$ cat config.mk
export PLATFORM = sky130hd
export DESIGN_NAME = srr_regs
export DESIGN_NICKNAME = d
export VERILOG_FILES = /design/src/srr_pkg.sv /design/src/srr_pulse_gen.sv /design/src/srr_regs.sv
export SDC_FILE = /design/constraint.sdc
export NUM_CORES = 1
export LEC_CHECK = 0
export ABC_CLOCK_PERIOD_IN_PS = 2600
export BUFFER_PORTS_ARGS = -buffer_cell sky130_fd_sc_hd__buf_2
export CORE_AREA = 2 2 125 127
export CTS_BUF_LIST = sky130_fd_sc_hd__clkbuf_4 sky130_fd_sc_hd__clkbuf_8 sky130_fd_sc_hd__clkbuf_16
export DETAILED_ROUTE_END_ITERATION = 6
export DIE_AREA = 0 0 127 129
export GPL_TIMING_DRIVEN = 0
export PLACE_DENSITY = 0.59
export SKIP_LAST_GASP = 1
export SLEW_MARGIN = 20
export SYNTH_ARGS = -nofsm -noshare
export SYNTH_HDL_FRONTEND = slang
export SYNTH_SLANG_ARGS = --single-unit
$ cat constraint.sdc
create_clock -name pclk -period 2.6 [get_ports pclk]
set_input_delay 0.13 -clock pclk [delete_from_list [all_inputs] [get_ports pclk]]
set_output_delay 0.13 -clock pclk [all_outputs]
set_load 0.02 [all_outputs]
$ cat src/srr_pkg.sv
// constants for the synthesizer sysref and readback register slice
package srr_pkg;
	// register indices; byte address is four times the index
	localparam logic [7:0] IDX_CTRL = 8'h47;
	localparam logic [7:0] IDX_DIV = 8'h48;
	localparam logic [7:0] IDX_DLY_A = 8'h49;
	localparam logic [7:0] IDX_DLY_B = 8'h4a;
	localparam logic [7:0] IDX_CHANNEL_DIVIDER_SELECT = 8'h4b;
	localparam logic [7:0] IDX_LOCK = 8'h6e;
	localparam logic [7:0] IDX_CAP = 8'h6f;
	localparam logic [7:0] IDX_BIAS = 8'h70;
	localparam logic [7:0] IDX_MODE = 8'h71;
	localparam int NUM_REGS = 9;
	// one-hot select positions
	localparam int SEL_CTRL = 0;
	localparam int SEL_DIV = 1;
	localparam int SEL_DLY_A = 2;
	localparam int SEL_DLY_B = 3;
	localparam int SEL_CHANNEL_DIVIDER_SELECT = 4;
	localparam int SEL_LOCK = 5;
	localparam int SEL_CAP = 6;
	localparam int SEL_BIAS = 7;
	localparam int SEL_MODE = 8;
	// field positions
	localparam int CTRL_REP_LSB = 0;
	localparam int CTRL_MULTI_LSB = 1;
	localparam int DIV_LSB = 0;
	localparam int TRIM_W = 6;
	localparam int TRIM_LO_LSB = 0;
	localparam int TRIM_HI_LSB = 6;
	localparam int BURST_LSB = 12;
	localparam int BURST_W = 4;
	localparam int CHANNEL_DIVIDER_SELECT_LSB = 6;
	localparam int CHANNEL_DIVIDER_SELECT_W = 5;
	localparam int LOCK_LSB = 9;
	localparam int LOCK_W = 2;
	localparam int CORE_LSB = 5;
	localparam int CORE_W = 3;
	localparam int CAP_W = 8;
	localparam int BIAS_W = 9;
	localparam int PINMODE_W = 8;
	// reset values
	localparam logic [10:0] DIV_RST = 11'h001;
	localparam logic [5:0] TRIM_ONE_RST = 6'h3f;
	localparam logic [5:0] TRIM_OTHER_RST = 6'h00;
	localparam logic [3:0] BURST_RST = 4'h0;
	localparam logic [4:0] CHANNEL_DIVIDER_SELECT_RST = 5'h00;
	// pulse generator states
	typedef enum logic [1:0] {
		PG_IDLE = 2'b01,
		PG_BURST = 2'b10
	} srr_pg_state_t;
endpackage : srr_pkg

$ cat src/srr_pulse_gen.sv
// ref_pulse_out sequencer: free-running or request-driven bursts
`timescale 1ns/10ps
module srr_pulse_gen #(
	parameter int DIV_W = 11,
	parameter int CNT_W = 4
) (
	input wire logic pclk,
	input wire logic presetn,
	input wire logic repeater,
	input wire logic multi,
	input wire logic [CNT_W-1:0] burst_count,
	input wire logic [DIV_W-1:0] divider,
	input wire logic ref_request_pin,
	output logic ref_pulse_out,
	output logic burst_busy
);
	if (DIV_W < 1 || CNT_W < 1) begin : g_chk
		$error("srr_pulse_gen: widths must be positive");
	end

	srr_pkg::srr_pg_state_t state, next_state;
	logic req_q, next_req_q;
	logic busy_q, next_busy_q;
	logic [DIV_W-1:0] div_cnt, next_div_cnt;
	logic [CNT_W-1:0] left, next_left;
	logic next_pulse;
	logic tick;
	logic req_rise;

	// divider zero behaves as one so the tick never stalls
	assign tick = (div_cnt == '0);
	assign req_rise = ref_request_pin && !req_q;
	assign burst_busy = (state == srr_pkg::PG_BURST);

	// sequencer next state
	always_comb begin
		next_state = state;
		next_req_q = ref_request_pin;
		next_busy_q = burst_busy;
		next_left = left;
		next_pulse = 1'b0;
		next_div_cnt = tick ? ((divider == '0) ? '0 : divider - 1'b1) : div_cnt - 1'b1;
		case (state)
			srr_pkg::PG_IDLE: begin
				if (!repeater) begin
					next_pulse = tick;
				end else if (req_rise) begin
					next_left = multi ? burst_count : CNT_W'(1);
					next_div_cnt = '0;
					if (!multi || burst_count != '0) begin
						next_state = srr_pkg::PG_BURST;
					end
				end
			end
			srr_pkg::PG_BURST: begin
				if (tick) begin
					next_pulse = 1'b1;
					next_left = left - 1'b1;
					if (left == CNT_W'(1)) begin
						next_state = srr_pkg::PG_IDLE;
					end
				end
			end
			default: next_state = srr_pkg::PG_IDLE;
		endcase
	end

	always_ff @(posedge pclk or negedge presetn) begin
		if (!presetn) begin
			state <= srr_pkg::PG_IDLE;
			req_q <= 1'b0;
			busy_q <= 1'b0;
			div_cnt <= '0;
			left <= '0;
			ref_pulse_out <= 1'b0;
		end else begin
			state <= next_state;
			req_q <= next_req_q;
			busy_q <= next_busy_q;
			div_cnt <= next_div_cnt;
			left <= next_left;
			ref_pulse_out <= next_pulse;
		end
	end

	// helper: pulses seen in the current burst, and the length expected
	// the last pulse leaves while busy already falls, so one cycle of busy_q covers it
	logic [CNT_W:0] seen;
	logic [CNT_W-1:0] want;
	always_ff @(posedge pclk or negedge presetn) begin
		if (!presetn) begin
			seen <= '0;
			want <= '0;
		end else if (state == srr_pkg::PG_IDLE && next_state == srr_pkg::PG_BURST) begin
			seen <= '0;
			want <= next_left;
		end else if ((burst_busy || busy_q) && ref_pulse_out) begin
			seen <= seen + 1'b1;
		end
	end

	a_req_starts_burst: assert property (@(posedge pclk) disable iff (!presetn)
		(state == srr_pkg::PG_IDLE && repeater && req_rise && (!multi || burst_count != '0))
		|=> burst_busy)
		else $error("request rise did not start a burst");
	a_burst_length: assert property (@(posedge pclk) disable iff (!presetn)
		$fell(burst_busy) |=> (seen == {1'b0, want}))
		else $error("burst emitted the wrong number of pulses");
	c_burst_done: cover property (@(posedge pclk) disable iff (!presetn)
		$fell(burst_busy) && want > CNT_W'(1));
endmodule : srr_pulse_gen

$ cat src/srr_regs.sv
// sysref control and calibration readback registers behind an apb slave
//
// Contract
// - 11-bit sysref divider field, resets to one
// - four 6-bit delay trims; first resets all ones
// - 4-bit burst pulse count, resets to zero
// - 5-bit channel divider select, resets to zero
// - 2-bit lock state readback, four coded values
// - 8-bit calibrated capacitor readback
// - 9-bit calibrated bias current readback
// - mode pins: recal bit 0, modes 1-8
// - repeater mode pulses follow request pin
// - multi-pulse sends burst count per request
//
// Register access over APB is this design's own decision.
`timescale 1ns/10ps
module srr_regs #(
	parameter int DIV_W = 11,
	parameter int BURST_W = 4
) (
	input wire logic pclk,
	input wire logic presetn,
	input wire logic psel,
	input wire logic penable,
	input wire logic pwrite,
	input wire logic [11:0] paddr,
	input wire logic [31:0] pwdata,
	output logic [31:0] prdata,
	output logic pready,
	output logic pslverr,
	input wire logic [1:0] lock_state_readback,
	input wire logic [2:0] osc_core_readback,
	input wire logic [7:0] osc_cap_readback,
	input wire logic [8:0] osc_bias_readback,
	input wire logic recal_pin_enable,
	input wire logic [7:0] pin_mode_select,
	input wire logic ref_request_pin,
	output logic [10:0] ref_pulse_divider,
	output logic [5:0] delay_trim_one,
	output logic [5:0] delay_trim_two,
	output logic [5:0] delay_trim_three,
	output logic [5:0] delay_trim_four,
	output logic [3:0] ref_burst_count,
	output logic [4:0] channel_divider_select,
	output logic ref_repeater_select,
	output logic ref_multi_pulse_enable,
	output logic ref_pulse_out,
	output logic burst_busy
);
	// the register layout is fixed; other widths cannot be mapped
	if (DIV_W != 11 || BURST_W != srr_pkg::BURST_W) begin : g_chk
		$error("srr_regs: field widths are fixed by the register layout");
	end

	// one-hot register select from a byte address; unmapped gives zero
	function automatic logic [srr_pkg::NUM_REGS-1:0] srr_decode(input logic [11:0] a);
		logic [srr_pkg::NUM_REGS-1:0] s;
		logic [9:0] idx;
		s = '0;
		idx = a[11:2];
		if (a[1:0] != 2'b00) begin
			s = '0;
		end else if (idx == {2'b00, srr_pkg::IDX_CTRL}) begin
			s[srr_pkg::SEL_CTRL] = 1'b1;
		end else if (idx == {2'b00, srr_pkg::IDX_DIV}) begin
			s[srr_pkg::SEL_DIV] = 1'b1;
		end else if (idx == {2'b00, srr_pkg::IDX_DLY_A}) begin
			s[srr_pkg::SEL_DLY_A] = 1'b1;
		end else if (idx == {2'b00, srr_pkg::IDX_DLY_B}) begin
			s[srr_pkg::SEL_DLY_B] = 1'b1;
		end else if (idx == {2'b00, srr_pkg::IDX_CHANNEL_DIVIDER_SELECT}) begin
			s[srr_pkg::SEL_CHANNEL_DIVIDER_SELECT] = 1'b1;
		end else if (idx == {2'b00, srr_pkg::IDX_LOCK}) begin
			s[srr_pkg::SEL_LOCK] = 1'b1;
		end else if (idx == {2'b00, srr_pkg::IDX_CAP}) begin
			s[srr_pkg::SEL_CAP] = 1'b1;
		end else if (idx == {2'b00, srr_pkg::IDX_BIAS}) begin
			s[srr_pkg::SEL_BIAS] = 1'b1;
		end else if (idx == {2'b00, srr_pkg::IDX_MODE}) begin
			s[srr_pkg::SEL_MODE] = 1'b1;
		end
		return s;
	endfunction : srr_decode

	logic [srr_pkg::NUM_REGS-1:0] sel_w;
	logic [srr_pkg::NUM_REGS-1:0] sel_r;
	logic wr_en;
	logic setup;
	logic next_repeater, next_multi;
	logic [10:0] next_divider;
	logic [5:0] next_trim_one, next_trim_two, next_trim_three, next_trim_four;
	logic [3:0] next_burst;
	logic [4:0] next_channel_divider_select;
	logic [31:0] next_prdata;
	logic next_pslverr;

	// zero wait states: read data is captured during the setup cycle
	assign pready = psel && penable;
	assign setup = psel && !penable;
	assign wr_en = psel && penable && pwrite;
	assign sel_w = srr_decode(paddr);
	assign sel_r = sel_w;

	// writable fields; only defined field bits are stored
	always_comb begin
		next_repeater = ref_repeater_select;
		next_multi = ref_multi_pulse_enable;
		next_divider = ref_pulse_divider;
		next_trim_one = delay_trim_one;
		next_trim_two = delay_trim_two;
		next_trim_three = delay_trim_three;
		next_trim_four = delay_trim_four;
		next_burst = ref_burst_count;
		next_channel_divider_select = channel_divider_select;
		if (wr_en && sel_w[srr_pkg::SEL_CTRL]) begin
			next_repeater = pwdata[srr_pkg::CTRL_REP_LSB];
			next_multi = pwdata[srr_pkg::CTRL_MULTI_LSB];
		end
		if (wr_en && sel_w[srr_pkg::SEL_DIV]) begin
			next_divider = pwdata[srr_pkg::DIV_LSB +: DIV_W];
		end
		if (wr_en && sel_w[srr_pkg::SEL_DLY_A]) begin
			next_trim_one = pwdata[srr_pkg::TRIM_LO_LSB +: srr_pkg::TRIM_W];
			next_trim_two = pwdata[srr_pkg::TRIM_HI_LSB +: srr_pkg::TRIM_W];
		end
		if (wr_en && sel_w[srr_pkg::SEL_DLY_B]) begin
			next_trim_three = pwdata[srr_pkg::TRIM_LO_LSB +: srr_pkg::TRIM_W];
			next_trim_four = pwdata[srr_pkg::TRIM_HI_LSB +: srr_pkg::TRIM_W];
			next_burst = pwdata[srr_pkg::BURST_LSB +: srr_pkg::BURST_W];
		end
		if (wr_en && sel_w[srr_pkg::SEL_CHANNEL_DIVIDER_SELECT]) begin
			next_channel_divider_select = pwdata[srr_pkg::CHANNEL_DIVIDER_SELECT_LSB +: srr_pkg::CHANNEL_DIVIDER_SELECT_W];
		end
	end

	always_ff @(posedge pclk or negedge presetn) begin
		if (!presetn) begin
			ref_repeater_select <= 1'b0;
			ref_multi_pulse_enable <= 1'b0;
			ref_pulse_divider <= srr_pkg::DIV_RST;
			delay_trim_one <= srr_pkg::TRIM_ONE_RST;
			delay_trim_two <= srr_pkg::TRIM_OTHER_RST;
			delay_trim_three <= srr_pkg::TRIM_OTHER_RST;
			delay_trim_four <= srr_pkg::TRIM_OTHER_RST;
			ref_burst_count <= srr_pkg::BURST_RST;
			channel_divider_select <= srr_pkg::CHANNEL_DIVIDER_SELECT_RST;
		end else begin
			ref_repeater_select <= next_repeater;
			ref_multi_pulse_enable <= next_multi;
			ref_pulse_divider <= next_divider;
			delay_trim_one <= next_trim_one;
			delay_trim_two <= next_trim_two;
			delay_trim_three <= next_trim_three;
			delay_trim_four <= next_trim_four;
			ref_burst_count <= next_burst;
			channel_divider_select <= next_channel_divider_select;
		end
	end

	// read mux; unset bits stay zero, status is sampled live at setup
	always_comb begin
		next_prdata = prdata;
		next_pslverr = pslverr;
		if (setup) begin
			next_prdata = '0;
			next_pslverr = (sel_r == '0);
			if (sel_r[srr_pkg::SEL_CTRL]) begin
				next_prdata[srr_pkg::CTRL_REP_LSB] = ref_repeater_select;
				next_prdata[srr_pkg::CTRL_MULTI_LSB] = ref_multi_pulse_enable;
			end else if (sel_r[srr_pkg::SEL_DIV]) begin
				next_prdata[srr_pkg::DIV_LSB +: DIV_W] = ref_pulse_divider;
			end else if (sel_r[srr_pkg::SEL_DLY_A]) begin
				next_prdata[srr_pkg::TRIM_LO_LSB +: srr_pkg::TRIM_W] = delay_trim_one;
				next_prdata[srr_pkg::TRIM_HI_LSB +: srr_pkg::TRIM_W] = delay_trim_two;
			end else if (sel_r[srr_pkg::SEL_DLY_B]) begin
				next_prdata[srr_pkg::TRIM_LO_LSB +: srr_pkg::TRIM_W] = delay_trim_three;
				next_prdata[srr_pkg::TRIM_HI_LSB +: srr_pkg::TRIM_W] = delay_trim_four;
				next_prdata[srr_pkg::BURST_LSB +: srr_pkg::BURST_W] = ref_burst_count;
			end else if (sel_r[srr_pkg::SEL_CHANNEL_DIVIDER_SELECT]) begin
				next_prdata[srr_pkg::CHANNEL_DIVIDER_SELECT_LSB +: srr_pkg::CHANNEL_DIVIDER_SELECT_W] = channel_divider_select;
			end else if (sel_r[srr_pkg::SEL_LOCK]) begin
				next_prdata[srr_pkg::LOCK_LSB +: srr_pkg::LOCK_W] = lock_state_readback;
				next_prdata[srr_pkg::CORE_LSB +: srr_pkg::CORE_W] = osc_core_readback;
			end else if (sel_r[srr_pkg::SEL_CAP]) begin
				next_prdata[srr_pkg::CAP_W-1:0] = osc_cap_readback;
			end else if (sel_r[srr_pkg::SEL_BIAS]) begin
				next_prdata[srr_pkg::BIAS_W-1:0] = osc_bias_readback;
			end else if (sel_r[srr_pkg::SEL_MODE]) begin
				next_prdata[0] = recal_pin_enable;
				next_prdata[srr_pkg::PINMODE_W:1] = pin_mode_select;
			end
		end
	end

	always_ff @(posedge pclk or negedge presetn) begin
		if (!presetn) begin
			prdata <= '0;
			pslverr <= 1'b0;
		end else begin
			prdata <= next_prdata;
			pslverr <= next_pslverr;
		end
	end

	// pulse sequencer steered by the control fields above
	srr_pulse_gen #(
		.DIV_W(DIV_W),
		.CNT_W(BURST_W)
	) u_pulse (
		.pclk(pclk),
		.presetn(presetn),
		.repeater(ref_repeater_select),
		.multi(ref_multi_pulse_enable),
		.burst_count(ref_burst_count),
		.divider(ref_pulse_divider),
		.ref_request_pin(ref_request_pin),
		.ref_pulse_out(ref_pulse_out),
		.burst_busy(burst_busy)
	);

	// checks on the register behaviour
	logic rd_setup;
	assign rd_setup = setup && !pwrite;

	a_div_write_lands: assert property (@(posedge pclk) disable iff (!presetn)
		(wr_en && sel_w[srr_pkg::SEL_DIV]) |=> (ref_pulse_divider == $past(pwdata[10:0])))
		else $error("divider write not stored");
	a_trim_write_lands: assert property (@(posedge pclk) disable iff (!presetn)
		(wr_en && sel_w[srr_pkg::SEL_DLY_A]) |=>
		(delay_trim_one == $past(pwdata[5:0]) && delay_trim_two == $past(pwdata[11:6])))
		else $error("delay trim write not stored");
	a_burst_write_lands: assert property (@(posedge pclk) disable iff (!presetn)
		(wr_en && sel_w[srr_pkg::SEL_DLY_B]) |=>
		(ref_burst_count == $past(pwdata[15:12]) && delay_trim_four == $past(pwdata[11:6])))
		else $error("burst count write not stored");
	a_channel_divider_select_write_lands: assert property (@(posedge pclk) disable iff (!presetn)
		(wr_en && sel_w[srr_pkg::SEL_CHANNEL_DIVIDER_SELECT]) |=> (channel_divider_select == $past(pwdata[10:6])))
		else $error("channel divider write not stored");
	a_lock_read_value: assert property (@(posedge pclk) disable iff (!presetn)
		(rd_setup && sel_r[srr_pkg::SEL_LOCK]) |=>
		(prdata[10:9] == $past(lock_state_readback) && prdata[31:11] == '0 && prdata[8] == 1'b0))
		else $error("lock state readback wrong");
	a_cap_read_value: assert property (@(posedge pclk) disable iff (!presetn)
		(rd_setup && sel_r[srr_pkg::SEL_CAP]) |=> (prdata == {24'h000000, $past(osc_cap_readback)}))
		else $error("capacitor readback wrong");
	a_bias_read_value: assert property (@(posedge pclk) disable iff (!presetn)
		(rd_setup && sel_r[srr_pkg::SEL_BIAS]) |=> (prdata == {23'h000000, $past(osc_bias_readback)}))
		else $error("bias readback wrong");
	a_mode_read_value: assert property (@(posedge pclk) disable iff (!presetn)
		(rd_setup && sel_r[srr_pkg::SEL_MODE]) |=>
		(prdata[0] == $past(recal_pin_enable) && prdata[8:1] == $past(pin_mode_select)))
		else $error("mode pin readback wrong");
	a_reserved_zero: assert property (@(posedge pclk) disable iff (!presetn)
		(rd_setup && sel_r[srr_pkg::SEL_DIV]) |=> (prdata[31:11] == '0))
		else $error("reserved bits read nonzero");
	a_unmapped_error: assert property (@(posedge pclk) disable iff (!presetn)
		(setup && sel_r == '0) |=> (pslverr && prdata == '0))
		else $error("unmapped access not flagged");

	c_div_write: cover property (@(posedge pclk) disable iff (!presetn)
		wr_en && sel_w[srr_pkg::SEL_DIV]);
	c_lock_read: cover property (@(posedge pclk) disable iff (!presetn)
		rd_setup && sel_r[srr_pkg::SEL_LOCK] && lock_state_readback == 2'b10);
	c_unmapped: cover property (@(posedge pclk) disable iff (!presetn)
		pready && pslverr);
endmodule : srr_regs

Word level (Yosys, flattened, before mapping) --
Index checks and enable logic that the tools add are counted.
Cells by class: multiplexer cells 62, equal/unequal tests 17, add/subtract/negate cells 3, reductions and logical operators 21
Operators by type and width (count):
- $eq A10 B7 Y1 const B | 9
- $mux W11 | 7
- $mux W8 | 9
- $mux W9 | 3
- $mux W5 | 5
- $mux W4 | 6
- $logic_not A11 Y1 | 2
- $sub A11 B1 Y11 const B | 2
- $mux W2 | 8
- $mux W1 | 14
- $mux W14 | 1
- $mux W12 | 1
- $mux W6 | 2
- $logic_and A1 B1 Y1 | 9
- $logic_not A9 Y1 | 1
- $ne A2 B1 Y1 const B | 4
- $pmux W4 S2 | 1
- $mux W7 | 1
- $mux W3 | 2
- $reduce_and A5 Y1 | 1
- $eq A4 B1 Y1 const B | 1
- $pmux W2 S2 | 1
- $reduce_and A4 Y1 | 1
- $reduce_bool A2 Y1 | 2
- other kinds (8) | 10
Storage, ports and cells: logic and storage cells 119, register bits 82, bits of input ports 81

Depth between registers and ports, before layout --
depth in word-level cells 27, mapped depth 8, mapped depth without buffers 7

Hierarchy --
Synthesis repeated with hierarchy kept, for this count alone.
Unflattened totals: cell total of the unflattened synthesis 493, area, all modules 4964.8 sq um
By module, submodules not included:
- srr_regs | instances 1, area each 3424.5 sq um, seq. area each 1585.3 sq um, cells each 312
- srr_pulse_gen | instances 1, area each 1540.2 sq um, seq. area each 476.7 sq um, cells each 181

Worst setup path before layout --
Ideal clock, no wire load.
kind flip-flop to flip-flop, start point register ref_pulse_divider[1], end point register u_pulse.div_cnt[5], stages on the path, launching flop included 8, data arrival time 1834 ps, buffers on the path 0, setup slack 628 ps, library setup time 138 ps, data required time 2462 ps, cell sequence dfrtp_1 -> inv_1 -> ha_1 -> nor3b_1 -> nand2_1 -> or4_1 -> a21oi_1 -> a211oi_1
On the way: word-level cells in the longest chain between the ends 6, elaborated cells on any way between the ends 7
Ends and longest elaborated chain:
- start: declaration | line srr_regs.sv:38 | output logic [10:0] ref_pulse_divider,
- start signal: assignment | line srr_regs.sv:140 | ref_pulse_divider <= srr_pkg::DIV_RST;
- start signal: assignment | line srr_regs.sv:150 | ref_pulse_divider <= next_divider;
- $sub A11 B1 Y11 or $logic_not A11 Y1 (tied branches) | line srr_pulse_gen.sv:42 | next_div_cnt = tick ? ((divider == '0) ? '0 : divider - 1'b1) : div_cnt - 1'b1;
- $mux W11 * (2 in series) | line srr_pulse_gen.sv:42
- $mux W11 | line srr_pulse_gen.sv:47 | end else if (req_rise) begin
- $mux W11 | line srr_pulse_gen.sv:45 | if (!repeater) begin
- $mux W11 * | line srr_pulse_gen.sv:43 | case (state)
- via u_pulse.next_div_cnt[5] | line srr_pulse_gen.sv:24 | logic [DIV_W-1:0] div_cnt, next_div_cnt;
- end signal: assignment | line srr_pulse_gen.sv:80 | div_cnt <= next_div_cnt;
- end: declaration | line srr_pulse_gen.sv:24
The timed path passes the listed nets; every way through them passes the cells marked *. A chain may end at the register's enable or synchronous reset.

Worst setup path in the final report --
start point register ref_pulse_divider[1], end point register u_pulse.div_cnt[8]
Same word-level chain as after synthesis.

==> impl_metrics.yaml <==
power_and_ir_drop:
  power_frac_seq_pct: 41.9
  p_per_area_nw_per_um2: 586.4
  p_int_mw: 2.416
  power.switching_mw: 1.166
  clockPowerShare_pct: 33.4
  power.share.combinational_pct: 24.6
  switching_share_pct: 32.56
  vdd.ir_drop.worst_v: 0.0002821
  p_leak_nw: 3.002
drt:
  drc: 0
  drt-total-wl_mm: 14.80
  viasPerCell: 5.312
  ant_nets: 0
  vias: 4361
  wl_per_cell_um: 18.03
  drt_iter0_markers: 190
  dr.pass1.iters: 4
yosys:
  ys_top_cells_by_area: "dfrtp_1 (38%), mux2_2 (7.9%), dfstp_2 (4.3%), nand2_1 (3.5%), mux2_4 (3.1%)"
  synth.top_cell.area_share_pct: 38.19
  synthCells: 471
  synth_common_cells: "dfrtp_1 (74), nand2_1 (45), mux2_2 (34), nor2_1 (29), a21oi_1 (25)"
  avgSynthCellArea_sq_um: 10.29
  synth-seq-cells: 82
  yosysMostFrequentCell: "dfrtp_1"
  synth.cell_area_sq_um: 4848
  ys_async_sr_fraction_pct: 100.0
  yosys_warnings: 0
  synth_edf_count: 0
  yosys.cell_types.count: 74
  synth_flop_cell: "dfrtp_1"
  synth_area_leader_cell: "dfrtp_1"
  seq_area_frac_synth_pct: 42.53
sta:
  slew_headroom_pct: 47.39
  final.period_utilization_pct: 88.71
  setup-violations-final: 0
  slew_violations: 0
  fmax_ghz: 0.4336
  skew_ns: 0.007425
  fin_tns_setup_ns: 0
  fin_crit_ns: 2.306
  tightest_slew_ns: 0.7819
  hold_viol: 0
  rsz0062_at_grt: "false"
critical_path:
  crit_slowest_cell: "or4_1"
  cp_max_fo: 6
  critPathKind: "reg2reg"
  cp_top_family: "simple AND/OR/NAND/NOR gates"
  crit_chain: "inv_1 -> ha_1 -> nor3b_1 -> nand2_1 -> or4_1 -> a21oi_1 -> nor3_1"
  setup.worst_path.end_class: "flip-flop"
  critPathBufInv: 1
  critPathArrivalTime_ns: 2.51
  reg2reg_depth: 7
  required_ns: 2.80
  startpoint_type: "flip-flop"
  r2r_end: "u_pulse.div_cnt[8]$_DFF_PN0_"
  slowest_delay_ns: 0.50
  r2r_slack_ns: 0.29
  rr_startpoint: "ref_pulse_divider[1]$_DFFE_PN0P_"
cells_and_area:
  instances_no_fill: 821
  syn2layout_area_growth_pct: 25.99
  fin_nets: 715
  n_fill_cell: 1514
  drive_gt1_share_pct: 38.07
  antenna_cells: 0
cts:
  path_clk_slew_ns: 0.07
  clock_latency_ns: 0.34
  holdBufCountCts: 2
  htreeDepth: 3
  clock-sinks: 82
  cts_buffer_depth: 2
  cts_tree: "done"
  cts_resized: 0
  cts_root_buffer: "clkbuf_16"
  postCtsSetupBuffers: 0
  cts_buffers: 9
die:
  core.rowCount: 45
  io_pins: 163
  die_x_um: 127
  dieArea_sq_um: 16380
  dieHeight_um: 129
  coreArea_sq_um: 14980
  start_util_pct: 32.37
hold_path:
  worstHoldPathCells: 2
  hp-class: "in2reg"
  min_to: "ref_burst_count[1]$_DFFE_PN0P_"
  hold_start: "pwdata[13]"
global_route:
  grt_overflow_total: 0
  antenna_found_initial: 0
  grt_max_degree: 48
  grt_pass1_vias: 4341
  grt_usage_pct: 18.21
  grt_pass1_wl_mm: 23.30
outcome:
  status: "completed"
place:
  hpwl_mm: 11.58
  post-place-cells: 803
  gp_congestion: 0.9282
  portBuffers: 128
run:
  cap_viol_max_count: 0
cells in the final DEF, fill, tap and decap left out, types with 5 or more instances in the layout:
cell       synthesis  final
mux2_2            34     34
a221oi_1           5      5
mux2_4            10     10
a21oi_1           25     25
dfrtp_1           74     74
xor2_1            10     10
xnor2_1            5      5
nor3_1             8      8
o21ai_0           17     17
clkbuf_1           8      8
dfstp_2            8      8
nand2b_1           6      6
inv_1             16     16
buf_4             18     19
nor4_1             8      8
conb_1             1     16
nand4_1            8      8
nor2_1            29     29
nand3_1            6      6
ha_1               6      6
nor2b_1            6      6
a22oi_1            6      6
mux2i_1           12     12
o31ai_1            5      5
nand2_1           45     45
buf_2              3    130
o22ai_1            5      5
clkbuf_16          0      9
how the worst max path moves through the flow:
| stage | end | startpoint | slack (ns) | cells after the start |
|---|---|---|---|---|
| 6_report | u_pulse.div_cnt[8]$_DFF_PN0_ | ref_pulse_divider[1]$_DFFE_PN0P_ | 0.29 | 7 |
| 5_1_grt | u_pulse.div_cnt[2]$_DFF_PN0_ | ref_pulse_divider[1]$_DFFE_PN0P_ | 0.10 | 7 |
| 2_1_floorplan | u_pulse.div_cnt[5]$_DFF_PN0_ | ref_pulse_divider[1]$_DFFE_PN0P_ | 0.63 | 7 |
| 3_3_place_gp | delay_trim_four[4]$_DFFE_PN0P_ | paddr[1] | 0.25 | 6 |
| 3_5_place_dp | ref_burst_count[0]$_DFFE_PN0P_ | paddr[6] | 0.22 | 6 |
| 4_1_cts | u_pulse.div_cnt[8]$_DFF_PN0_ | ref_pulse_divider[1]$_DFFE_PN0P_ | 0.28 | 7 |
sequential cells by signal, indices dropped and copies added, names as in the netlist, 4 cells and up:
| signal | cells |
|---|---|
| prdata | 16 |
| u_pulse.div_cnt | 11 |
| delay_trim_four | 6 |
| ref_pulse_divider | 11 |
| delay_trim_three | 6 |
| ref_burst_count | 4 |
| u_pulse.left | 4 |
| delay_trim_two | 6 |
| delay_trim_one | 6 |
| channel_divider_select | 5 |
cells by family after synthesis:
logic type	after synthesis	share of synthesized area (%)
and+or+nand+nor	160	19.59
AOI/OAI and AO/OA	99	13.65
DFF	82	42.53
muxes	58	13.94
buffers and inverters	50	5.961
xor gates and xnor gates	15	2.710
adders and majority gates	6	1.548
other	1	0.07735
per-layer routing:
| layer | GRT usage [%] | vias up | wire length [um] |
|---|---|---|---|
| met4 | 6.206 | 0 | 288 |
| met2 | 30.87 | 191 | 7185 |
| met5 | 0 | - | 0 |
| li1 | - | 2025 | - |
| met3 | 3.368 | 19 | 990 |
| met1 | 23.55 | 2126 | 6340 |
per-stage QoR:
stage          total power [mW]  area, sq um  utilization (%)  setup slack, ns  hold WS (ns)
2_1_floorplan             2.131         4905                -           0.6283       -0.1656
3_3_place_gp              2.360         5781            38.60           0.2473        0.2534
3_5_place_dp              2.395         5811            38.80           0.2193        0.1309
4_1_cts                   3.602         6108            40.79           0.2821       0.01792
5_1_grt                   3.782         6108            40.79           0.1014       0.02184
6_report                  3.582         6108            40.79           0.2936       0.02813
power by group through the flow:
| stage | clock (mW) | sequential, mW | combinational [mW] |
|---|---|---|---|
| after floorplan | 0 | 1.51 | 0.619 |
| after global placement | 0 | 1.52 | 0.842 |
| after detailed placement | 0 | 1.53 | 0.870 |
| after CTS | 1.22 | 1.50 | 0.881 |
| after global routing | 1.28 | 1.52 | 0.990 |
| final | 1.20 | 1.50 | 0.882 |
cell type report:
type / instances / area [sq um] / share of cell area, %
flip-flops and latches: 82 / 2062 / 33.76
well taps: 188 / 235.2 / 3.851
clock buffers: 9 / 225.2 / 3.687
inverters: 16 / 60.06 / 0.9832
repair buffers: 131 / 690.7 / 11.31
plain buffers: 34 / 229.0 / 3.748
clock inverters: 7 / 52.55 / 0.8603
multi-input cells: 354 / 2554 / 41.81
No activity file was read; power rests on OpenSTA's default activity.
